--- src/rtl/sec_err_regs.svh ---
// offsets, field positions, reset values of the secondary error flag register
`ifndef SEC_ERR_REGS_SVH
`define SEC_ERR_REGS_SVH

// register index as seen by the read port
`define SEF_OFFSET        7'h13

// field positions
`define SEF_HARD_RST_BIT  15
`define SEF_OCP_BIT       14
`define SEF_DESAT_BIT     13
`define SEF_UVLO_BIT      12
`define SEF_VERIFICATION_TIMEOUT_FLAG_BIT      9
`define SEF_ADC_OVER_BIT  6
`define SEF_ADC_UNDER_BIT 5
`define SEF_LINK_BIT      4
`define SEF_LMI_BIT       1
`define SEF_PARITY_BIT    0

// reserved ranges 11:10, 8:7 and 3:2
`define SEF_RES_MASK      16'h0D8C

// reset values: hard reset flag marks the power-up, the rest start clear
`define SEF_FLAGS_RESET   8'h01
`define SEF_LMI_RESET     1'b0

// number of sticky flags
`define SEF_NUM_FLAGS     8

`endif

--- src/rtl/sec_err_pkg.sv ---
// types shared by the secondary error flag register
package sec_err_pkg;
   typedef logic [15:0] reg_word_t;
   typedef logic [7:0]  flag_vec_t;
   typedef logic [6:0]  reg_addr_t;
endpackage

--- src/rtl/flag_cell.sv ---
// one sticky error flag with blockable clear
module flag_cell #(
   parameter logic RESET_VAL = 1'b0
) (
   // clock and reset
   input  wire logic sys_clk_i,
   input  wire logic sys_rst_i,
   // control
   input  wire logic set_i,
   input  wire logic clr_i,
   input  wire logic block_i,
   // state
   output logic      flag_o
);
   logic flag_r;
   logic flag_nxt;

   // set wins over a clear in the same cycle so no event is lost
   always_comb begin
      flag_nxt = flag_r;
      if (clr_i && !block_i) begin
         flag_nxt = 1'b0;
      end
      if (set_i) begin
         flag_nxt = 1'b1;
      end
   end

   always_ff @(posedge sys_clk_i) begin
      if (sys_rst_i) begin
         flag_r <= RESET_VAL;
      end else begin
         flag_r <= flag_nxt;
      end
   end

   assign flag_o = flag_r;
endmodule

--- src/rtl/secondary_error_flags.sv ---
// secondary side error flag register with sticky flags and blocked clears
//
// Notes on behaviour
// hard reset flag set at secondary power-up reset and on detected hard reset
// overcurrent event sets bit 14, which stays set
// overcurrent flag cannot clear while comparator state is high
// desaturation event sets bit 13 and holds it until cleared
// gate supply undervoltage event sets bit 12, sticky
// undervoltage flag cannot clear while supply monitor reports failure
// verification mode time-out sets bit 9, sticky
// ADC upper boundary violation sets bit 6, sticky
// ADC lower boundary violation sets bit 5, sticky
// loss of primary link sets bit 4, sticky
// bit 1 shows whether the last message was discarded
// bit 0 makes the whole word odd parity
// bits 11:10, 8:7 and 3:2 read zero
// comparator state is the blanked synchronised overcurrent comparator output
// supply monitor output follows the live undervoltage monitor result
// flags hold until the host issues an accepted clear request
`include "sec_err_regs.svh"

module secondary_error_flags
   import sec_err_pkg::*;
(
   // clock and reset
   input  wire logic       sys_clk_i,
   input  wire logic       sys_rst_i,
   // detector event pulses, same clock
   input  wire logic       hard_reset_evt_i,
   input  wire logic       ocp_evt_i,
   input  wire logic       desat_evt_i,
   input  wire logic       uvlo_evt_i,
   input  wire logic       vm_timeout_evt_i,
   input  wire logic       adc_over_evt_i,
   input  wire logic       adc_under_evt_i,
   input  wire logic       link_loss_evt_i,
   // live analog levels, asynchronous
   input  wire logic       ocp_comp_raw_i,
   input  wire logic       uvlo_mon_raw_i,
   // overcurrent blanking window, same clock
   input  wire logic       ocp_blank_i,
   // message check result, same clock
   input  wire logic       msg_done_i,
   input  wire logic       msg_bad_i,
   // register read port
   input  wire logic       rd_req_i,
   input  wire reg_addr_t  rd_addr_i,
   output logic            rd_valid_o,
   output reg_word_t       rd_data_o,
   // clear request, write one to clear
   input  wire logic       clr_req_i,
   input  wire reg_word_t  clr_mask_i,
   // live status
   output logic            overcurrent_comparator_state_o,
   output logic            gate_supply_undervoltage_monitor_o
);
   // synchroniser stages for the analog comparator outputs
   logic ocp_meta_r;
   logic ocp_sync_r;
   logic uvlo_meta_r;
   logic uvlo_sync_r;

   // read port and message state
   logic      lmi_r;
   logic      lmi_nxt;
   logic      rd_valid_r;
   logic      rd_valid_nxt;
   reg_word_t rd_data_r;
   reg_word_t rd_data_nxt;

   // sticky flag wiring, index 0 is the hard reset flag
   flag_vec_t set_vec;
   flag_vec_t clr_vec;
   flag_vec_t block_vec;
   flag_vec_t flag_vec;
   reg_word_t word;
   logic      ocp_state;
   logic      uvlo_state;

   // two flip-flops before any logic reads the comparator levels
   always_ff @(posedge sys_clk_i) begin
      if (sys_rst_i) begin
         ocp_meta_r  <= 1'b0;
         ocp_sync_r  <= 1'b0;
         uvlo_meta_r <= 1'b0;
         uvlo_sync_r <= 1'b0;
      end else begin
         ocp_meta_r  <= ocp_comp_raw_i;
         ocp_sync_r  <= ocp_meta_r;
         uvlo_meta_r <= uvlo_mon_raw_i;
         uvlo_sync_r <= uvlo_meta_r;
      end
   end

   // blanking hides switching spikes from the comparator state
   assign ocp_state  = ocp_sync_r & ~ocp_blank_i;
   assign uvlo_state = uvlo_sync_r;
   assign overcurrent_comparator_state_o     = ocp_state;
   assign gate_supply_undervoltage_monitor_o = uvlo_state;

   // event sources per flag
   assign set_vec[0] = hard_reset_evt_i;
   assign set_vec[1] = ocp_evt_i;
   assign set_vec[2] = desat_evt_i;
   assign set_vec[3] = uvlo_evt_i;
   assign set_vec[4] = vm_timeout_evt_i;
   assign set_vec[5] = adc_over_evt_i;
   assign set_vec[6] = adc_under_evt_i;
   assign set_vec[7] = link_loss_evt_i;

   // host clear bits picked out of the mask at each flag position
   assign clr_vec[0] = clr_req_i & clr_mask_i[`SEF_HARD_RST_BIT];
   assign clr_vec[1] = clr_req_i & clr_mask_i[`SEF_OCP_BIT];
   assign clr_vec[2] = clr_req_i & clr_mask_i[`SEF_DESAT_BIT];
   assign clr_vec[3] = clr_req_i & clr_mask_i[`SEF_UVLO_BIT];
   assign clr_vec[4] = clr_req_i & clr_mask_i[`SEF_VERIFICATION_TIMEOUT_FLAG_BIT];
   assign clr_vec[5] = clr_req_i & clr_mask_i[`SEF_ADC_OVER_BIT];
   assign clr_vec[6] = clr_req_i & clr_mask_i[`SEF_ADC_UNDER_BIT];
   assign clr_vec[7] = clr_req_i & clr_mask_i[`SEF_LINK_BIT];

   // a clear of the overcurrent or undervoltage flag is refused while that fault is still present
   assign block_vec = {4'h0, uvlo_state, 1'b0, ocp_state, 1'b0};

   // one sticky cell per flag
   for (genvar g = 0; g < `SEF_NUM_FLAGS; g++) begin : g_flag
      localparam flag_vec_t RST_VEC = `SEF_FLAGS_RESET;
      flag_cell #(
         .RESET_VAL (RST_VEC[g])
      ) u_cell (
         .sys_clk_i (sys_clk_i),
         .sys_rst_i (sys_rst_i),
         .set_i     (set_vec[g]),
         .clr_i     (clr_vec[g]),
         .block_i   (block_vec[g]),
         .flag_o    (flag_vec[g])
      );
   end

   // register word, reserved bits tied low, parity closes the word
   always_comb begin
      word                      = 16'h0000;
      word[`SEF_HARD_RST_BIT]   = flag_vec[0];
      word[`SEF_OCP_BIT]        = flag_vec[1];
      word[`SEF_DESAT_BIT]      = flag_vec[2];
      word[`SEF_UVLO_BIT]       = flag_vec[3];
      word[`SEF_VERIFICATION_TIMEOUT_FLAG_BIT]       = flag_vec[4];
      word[`SEF_ADC_OVER_BIT]   = flag_vec[5];
      word[`SEF_ADC_UNDER_BIT]  = flag_vec[6];
      word[`SEF_LINK_BIT]       = flag_vec[7];
      word[`SEF_LMI_BIT]        = lmi_r;
      word[`SEF_PARITY_BIT]     = ~(^word[15:1]);
   end

   // last message status and read capture
   always_comb begin
      lmi_nxt      = lmi_r;
      rd_valid_nxt = rd_req_i;
      rd_data_nxt  = rd_data_r;
      if (msg_done_i) begin
         lmi_nxt = msg_bad_i;
      end
      // unmapped address answers with an all-zero word
      if (rd_req_i) begin
         rd_data_nxt = (rd_addr_i == `SEF_OFFSET) ? word : 16'h0000;
      end
   end

   always_ff @(posedge sys_clk_i) begin
      if (sys_rst_i) begin
         lmi_r      <= `SEF_LMI_RESET;
         rd_valid_r <= 1'b0;
         rd_data_r  <= 16'h0000;
      end else begin
         lmi_r      <= lmi_nxt;
         rd_valid_r <= rd_valid_nxt;
         rd_data_r  <= rd_data_nxt;
      end
   end

   assign rd_valid_o = rd_valid_r;
   assign rd_data_o  = rd_data_r;

   // checks next to the logic they guard
   chk_hard_rst_set: assert property (@(posedge sys_clk_i) disable iff (sys_rst_i)
      hard_reset_evt_i |=> word[`SEF_HARD_RST_BIT])
      else $error("hard reset flag not set after event");

   chk_ocp_sticks: assert property (@(posedge sys_clk_i) disable iff (sys_rst_i)
      ocp_evt_i ##1 !clr_req_i |=> word[`SEF_OCP_BIT])
      else $error("overcurrent flag lost without clear");

   chk_ocp_clear_block: assert property (@(posedge sys_clk_i) disable iff (sys_rst_i)
      word[`SEF_OCP_BIT] && ocp_state |=> word[`SEF_OCP_BIT])
      else $error("overcurrent flag cleared while comparator active");

   chk_desat_clear: assert property (@(posedge sys_clk_i) disable iff (sys_rst_i)
      clr_req_i && clr_mask_i[`SEF_DESAT_BIT] && !desat_evt_i
      |=> !word[`SEF_DESAT_BIT])
      else $error("desaturation flag not cleared on request");

   chk_uvlo_clear_block: assert property (@(posedge sys_clk_i) disable iff (sys_rst_i)
      word[`SEF_UVLO_BIT] && uvlo_state |=> word[`SEF_UVLO_BIT])
      else $error("undervoltage flag cleared while monitor active");

   chk_flags_hold: assert property (@(posedge sys_clk_i) disable iff (sys_rst_i)
      !clr_req_i |=> (flag_vec & $past(flag_vec)) == $past(flag_vec))
      else $error("sticky flag dropped without clear");

   // an event meeting a clear on the same edge must still leave its flag set
   chk_set_wins: assert property (@(posedge sys_clk_i) disable iff (sys_rst_i)
      set_vec != 8'h00 |=> (flag_vec & $past(set_vec)) == $past(set_vec))
      else $error("event lost against a same cycle clear");

   chk_link_set: assert property (@(posedge sys_clk_i) disable iff (sys_rst_i)
      link_loss_evt_i |=> word[`SEF_LINK_BIT] ##1 (word[`SEF_LINK_BIT] || $past(clr_req_i)))
      else $error("link loss flag not held");

   chk_lmi_follow: assert property (@(posedge sys_clk_i) disable iff (sys_rst_i)
      msg_done_i |=> lmi_r == $past(msg_bad_i))
      else $error("last message status wrong");

   chk_read_parity: assert property (@(posedge sys_clk_i) disable iff (sys_rst_i)
      rd_req_i && rd_addr_i == `SEF_OFFSET |=> rd_valid_o && ^rd_data_o
      && rd_data_o == $past(word))
      else $error("read word wrong or parity even");

   chk_reserved_zero: assert property (@(posedge sys_clk_i) disable iff (sys_rst_i)
      rd_valid_o |-> (rd_data_o & `SEF_RES_MASK) == 16'h0000)
      else $error("reserved bits read nonzero");

   chk_ocp_blank: assert property (@(posedge sys_clk_i) disable iff (sys_rst_i)
      ocp_blank_i |-> !overcurrent_comparator_state_o)
      else $error("comparator state visible during blanking");

   chk_adc_set: assert property (@(posedge sys_clk_i) disable iff (sys_rst_i)
      adc_over_evt_i && adc_under_evt_i |=> word[6:5] == 2'b11)
      else $error("adc boundary flags not set");
endmodule

--- config.mk ---
export PLATFORM = sky130hd
export DESIGN_NAME = secondary_error_flags
export DESIGN_NICKNAME = d
export VERILOG_FILES = /design/src/rtl/sec_err_pkg.sv /design/src/rtl/flag_cell.sv /design/src/rtl/secondary_error_flags.sv
export VERILOG_INCLUDE_DIRS = /design/src /design/src/rtl
export SDC_FILE = /design/constraint.sdc
export NUM_CORES = 1
export LEC_CHECK = 0
export BUFFER_PORTS_ARGS = -buffer_cell sky130_fd_sc_hd__buf_2
export CORE_MARGIN = 1
export CORE_UTILIZATION = 30
export DETAILED_ROUTE_END_ITERATION = 8
export GPL_TIMING_DRIVEN = 0
export PLACE_DENSITY = 0.62
export SYNTH_ARGS = -nofsm -noshare
export SYNTH_HDL_FRONTEND = slang
export SYNTH_SLANG_ARGS = --single-unit
--- constraint.sdc ---
create_clock -name sys_clk_i -period 1.7 [get_ports sys_clk_i]
set_clock_uncertainty 0.2 [all_clocks]
set_input_delay 0.085 -clock sys_clk_i [delete_from_list [all_inputs] [get_ports sys_clk_i]]
set_output_delay 0.085 -clock sys_clk_i [all_outputs]
set_load 0.02 [all_outputs]
* Word-level counts from Yosys, hierarchy flattened *
Cells that the tools add are included.

operators by class
  reduce and logical (&&, ||, !) cells = 13
  multiplexer cells = 15
  bitwise gates (word level) = 11
  equal/unequal tests = 1

operator list
  operator              count
  $mux W16              1
  $reduce_xor A15 Y1    1
  $mux W1               14
  $reduce_bool A2 Y1    7
  $and A1 B1 Y1         9
  $eq A7 B5 Y1 const B  1
  $logic_and A1 B1 Y1   2
  $logic_not A1 Y1      2
  $not A1 Y1            2
  $reduce_or A2 Y1      1

word-level totals
  bits of input ports = 40
  output and inout port bits = 19
  bits in registers = 30
  logic and storage cells = 55

* Logic depth before layout (Yosys ltp) *
  depth after elaboration = 6
  depth in mapped cells = 4
  depth with buffers taken out = 4

* Cells and area by module *
Synthesis repeated with hierarchy kept, for this count alone.

second synthesis, totals
  cell total of the unflattened synthesis = 112
  area, all modules = 1,109.8 µm²

by module, submodules not included
  module                             times used  sequential area each (µm²)  cells an instance  area an instance (µm²)
  secondary_error_flags              1           320.3                       81                 750.7
  flag_cell at g_flag[1].u_cell ...  7           20.0                        4                  46.3
  flag_cell at g_flag[0].u_cell      1           20.0                        3                  35.0

* Least setup slack after synthesis *
No wires, ideal clock.

  path kind = reg2reg
  start point = register g_flag[2].u_cell.flag_r
  end point = register rd_data_r[0] (netlist: rd_data_o[0])
  slack = 0.286 ns
  clock period less this slack = 1.414 ns
  library setup time = 0.132 ns
  arrival = 1.082 ns
  cell stages (with the launch flop) = 5
  cells stage by stage = dfxtp_1 xnor2_1 xnor3_1 xnor2_1 o32ai_1

between the ends
  word-level cells in the longest chain between the ends = 3

ends and longest elaborated chain
  element                   line                          source
  start: declaration        flag_cell.sv:15               logic flag_r;
  start signal: assignment  flag_cell.sv:33               flag_r <= flag_nxt;
  $reduce_xor A15 Y1        secondary_error_flags.sv:151  word[`SEF_PARITY_BIT] = ~(^word[15:1]);
  $not A1 Y1                secondary_error_flags.sv:151
  $mux W16                  secondary_error_flags.sv:164  rd_data_nxt = (rd_addr_i == `SEF_OFFSET) ? word : 16'h0000;
  end signal: assignment    secondary_error_flags.sv:176  rd_data_r <= rd_data_nxt;
  end: declaration          secondary_error_flags.sv:68   reg_word_t rd_data_r;

No other way between the ends.
A chain may end at the register's enable or synchronous reset.

* Worst setup path after layout *
  start point = register ocp_sync_r
  end point = register g_flag[1].u_cell.flag_r

between the ends
  word-level cells in the longest chain between the ends = 4

ends and longest elaborated chain
  element                              line                         source
  start: declaration                   secondary_error_flags.sv:59  logic ocp_sync_r;
  start signal: assignment             secondary_error_flags.sv:89  ocp_sync_r <= ocp_meta_r;
  $and A1 B1 Y1                        secondary_error_flags.sv:96  assign ocp_state = ocp_sync_r & ~ocp_blank_i;
  $logic_not A1 Y1                     flag_cell.sv:21              if (clr_i && !block_i) begin
  $logic_and A1 B1 Y1                  flag_cell.sv:21
  $reduce_bool A2 Y1 (no source line)  --
  end signal: assignment               flag_cell.sv:33
  end: declaration                     flag_cell.sv:15

No other way between the ends.

==> impl_metrics.env <==
export IMPL_min_from="rd_addr_i[4]"
export IMPL_track_usage_pct=14.8
export IMPL_min_period_ns=1.56
export IMPL_r2r_start="ocp_sync_r"
export IMPL_grt_busiest_layer="met2"
export IMPL_drc_errors=0
export IMPL_cpMaxStageDelayCell="dlygate4sd3_1"
export IMPL_pre_cts_ws_ns=0.193
export IMPL_path_clk_slew_ns=0.13
export IMPL_clock_fmax_mhz=641
export IMPL_slowest_delay_ns=0.57
export IMPL_cp_required_ns=1.71
export IMPL_placed_area_sq_um=1260
export IMPL_grt_overflow_total=0
export IMPL_numCtsBuffers=3
export IMPL_tns_ns=0
export IMPL_syn_area_sq_um=970
export IMPL_ys_seq_area_share_pct=49.5
export IMPL_status="complete, no violations"
export IMPL_ys_warn_count=0
export IMPL_grt_pass1_vias=947
export IMPL_ys_types=21
export IMPL_path_buf_inv=1
export IMPL_ctsRootBufferMaster="clkbuf_4"
export IMPL_finalSetupViolCount=0
export IMPL_cts_path_max_buffers=2
export IMPL_path_cells="nor2b_1 -> o21ai_0 -> a21oi_1 -> dlygate4sd3_1"
export IMPL_slew_viol_final=0
export IMPL_power_leakage_uw=0.000732
export IMPL_cts_setup_buffers=0
export IMPL_hpwl_microns=1600
export IMPL_fin_util_pct=50.9
export IMPL_post_drt_via_cell_ratio=4.14
export IMPL_timing_rr_end="g_flag[1].u_cell.flag_o"
export IMPL_crit_family="buffers and inverters"
export IMPL_cts_tree="done"
export IMPL_num_rows=20
export IMPL_ant_nets=0
export IMPL_grt_max_degree=14
export IMPL_nNetsFinal=226
export IMPL_io_buffers=43
export IMPL_start_util_pct=31.8
export IMPL_startpoint_type="flip-flop"
export IMPL_ys_ff_latch=24
export IMPL_hold_violations=0
export IMPL_cts_max_level=1
export IMPL_rrSetupSlack_ns=0.14
export IMPL_hold_depth=4
export IMPL_yosys_top_cells_area="dfxtp_1 (50%), nor2b_1 (9.7%), a21oi_1 (8.3%)"
export IMPL_vias=949
export IMPL_n_fill_cell=306
export IMPL_clock_sinks=24
export IMPL_dr_first_iter_drc_count=5
export IMPL_coreArea_sq_um=3050
export IMPL_drt_wirelength_per_cell_microns=10.1
export IMPL_die_h_microns=58.9
export IMPL_area_delta_synth_final_pct=60.4
export IMPL_crit_fanout=2
export IMPL_hp_class="in -> reg"
export IMPL_cap_violations=0
export IMPL_place_congestion=0.680
export IMPL_io_pins=59
export IMPL_fin_crit_sh_pct=91.8
export IMPL_grtUsageMet2_pct=26.6
export IMPL_reg2reg_depth=4
export IMPL_antenna_found_initial=0
export IMPL_syn_area_per_cell_sq_um=9.06
export IMPL_drt_wl_total_microns=2310
export IMPL_setup_slack_ns=0.139
export IMPL_use_met3_pct=2.20
export IMPL_holdPathEnd="rd_data_o[0]"
export IMPL_dieWidth_microns=58.9
export IMPL_grt_use_met1_pct=18.0
export IMPL_synth_top_area_cell="dfxtp_1"
export IMPL_ir_drop_uv=429
export IMPL_synth_most_common_cell="dfxtp_1"
export IMPL_final_cell_area_sq_um=1560
export IMPL_clock_latency_ns=0.31
export IMPL_die_area_sq_um=3460
export IMPL_endpoint_kind="flip-flop"
export IMPL_synth_common_cells="dfxtp_1 (24), a21oi_1 (16), nor2_1 (16)"
export IMPL_synth_top_area_share_pct=49.5
export IMPL_critPathKind="reg -> reg"
export IMPL_p_per_area_nw_per_um2=708
export IMPL_diodes=0
export IMPL_rsz0062_at_grt="false"
export IMPL_ys_flop_type="dfxtp_1"
export IMPL_crit_start="ocp_sync_r"
export IMPL_synth_edf_count=0
export IMPL_drive_gt1_share_pct=29.7
export IMPL_cp_arrival_ns=1.58
export IMPL_firstDrtPassIters=4
export IMPL_grt_pass1_wl_microns=3920
export IMPL_synthCells=107
export IMPL_async_flop_share_pct=0
==> layout by cell type, fill, tap and decap left out, types with 2 or more instances in the layout <==
cell type / n
buf_4: 6
nand4bb_1: 2
nor2_1: 16
conb_1: 6
inv_1: 2
clkbuf_4: 3
nor2b_1: 15
a21oi_1: 16
dfxtp_1: 24
buf_2: 43
clkbuf_1: 4
dlygate4sd3_1: 26
xnor2_1: 4
nand2_1: 7
==> layout make-up <==
type / instances / area [sq um] / share of cell area (%)
sequential: 24 / 480 / 30.9
timing repair buffer: 69 / 475 / 30.6
multi-input combinational: 76 / 440 / 28.3
buffer: 10 / 60.1 / 3.86
tap: 44 / 55.1 / 3.54
clock buffer: 4 / 36.3 / 2.33
inverter: 2 / 7.51 / 0.483
==> worst reg2reg max path: stages (launching register included) <==
cell and delay, ns:
dfxtp_1 0.32, nor2b_1 0.13, o21ai_0 0.17, a21oi_1 0.08, dlygate4sd3_1 0.57
==> metal layers <==
metal	vias up	wire (microns)
li1	490	-
met2	35	1130
met1	422	1030
met5	-	0
met4	0	14
met3	2	139
==> where the power goes <==
part           switching, uW  internal (uW)  total [uW]
Sequential              16.0            582         598
Combinational           78.3            131         209
Clock                    162            131         293
==> timing repair <==
action / in CTS / in global routing
hold endpoints to repair: 15 / 1
hold buffers: 25 / 1
resized for setup: 0 / 0
==> stage by stage <==
step                      power, uW  cells  hold slack (ns)
after floorplan                 715    112          -0.0434
after global placement          767    199           0.0822
after detailed placement        769    199           0.0698
after CTS                      1100    228          0.00144
after global routing           1150    229          0.00385
final                          1100    229         0.000760
==> cell families after synthesis <==
kind of cell	share of synthesized area [%]
compound gates	10.6
xor+xnor	8.52
buf+inv	6.97
flops	49.5
mux	1.03
other cells	0.387
simple gates	23.0
==> state kept, by name, summed over array words and instances, names as in the netlist <==
signal                              cells
lmi_r                                   1
uvlo_meta_r                             1
ocp_meta_r                              1
ocp_sync_r                              1
rd_valid_o                              1
rd_data_o                              10
g_flag.u_cell.flag_o                    8
gate_supply_undervoltage_monitor_o      1
==> how the worst max path moves through the flow <==
stage / end / cells past startpoint
floorplan: rd_data_o[0] / 4
global placement: rd_data_o[0] / 4
detailed placement: rd_data_o[0] / 4
CTS: g_flag[1].u_cell.flag_o / 4
global route: g_flag[1].u_cell.flag_o / 4
finish: g_flag[1].u_cell.flag_o / 4
No activity file was read; power rests on OpenSTA's default activity.
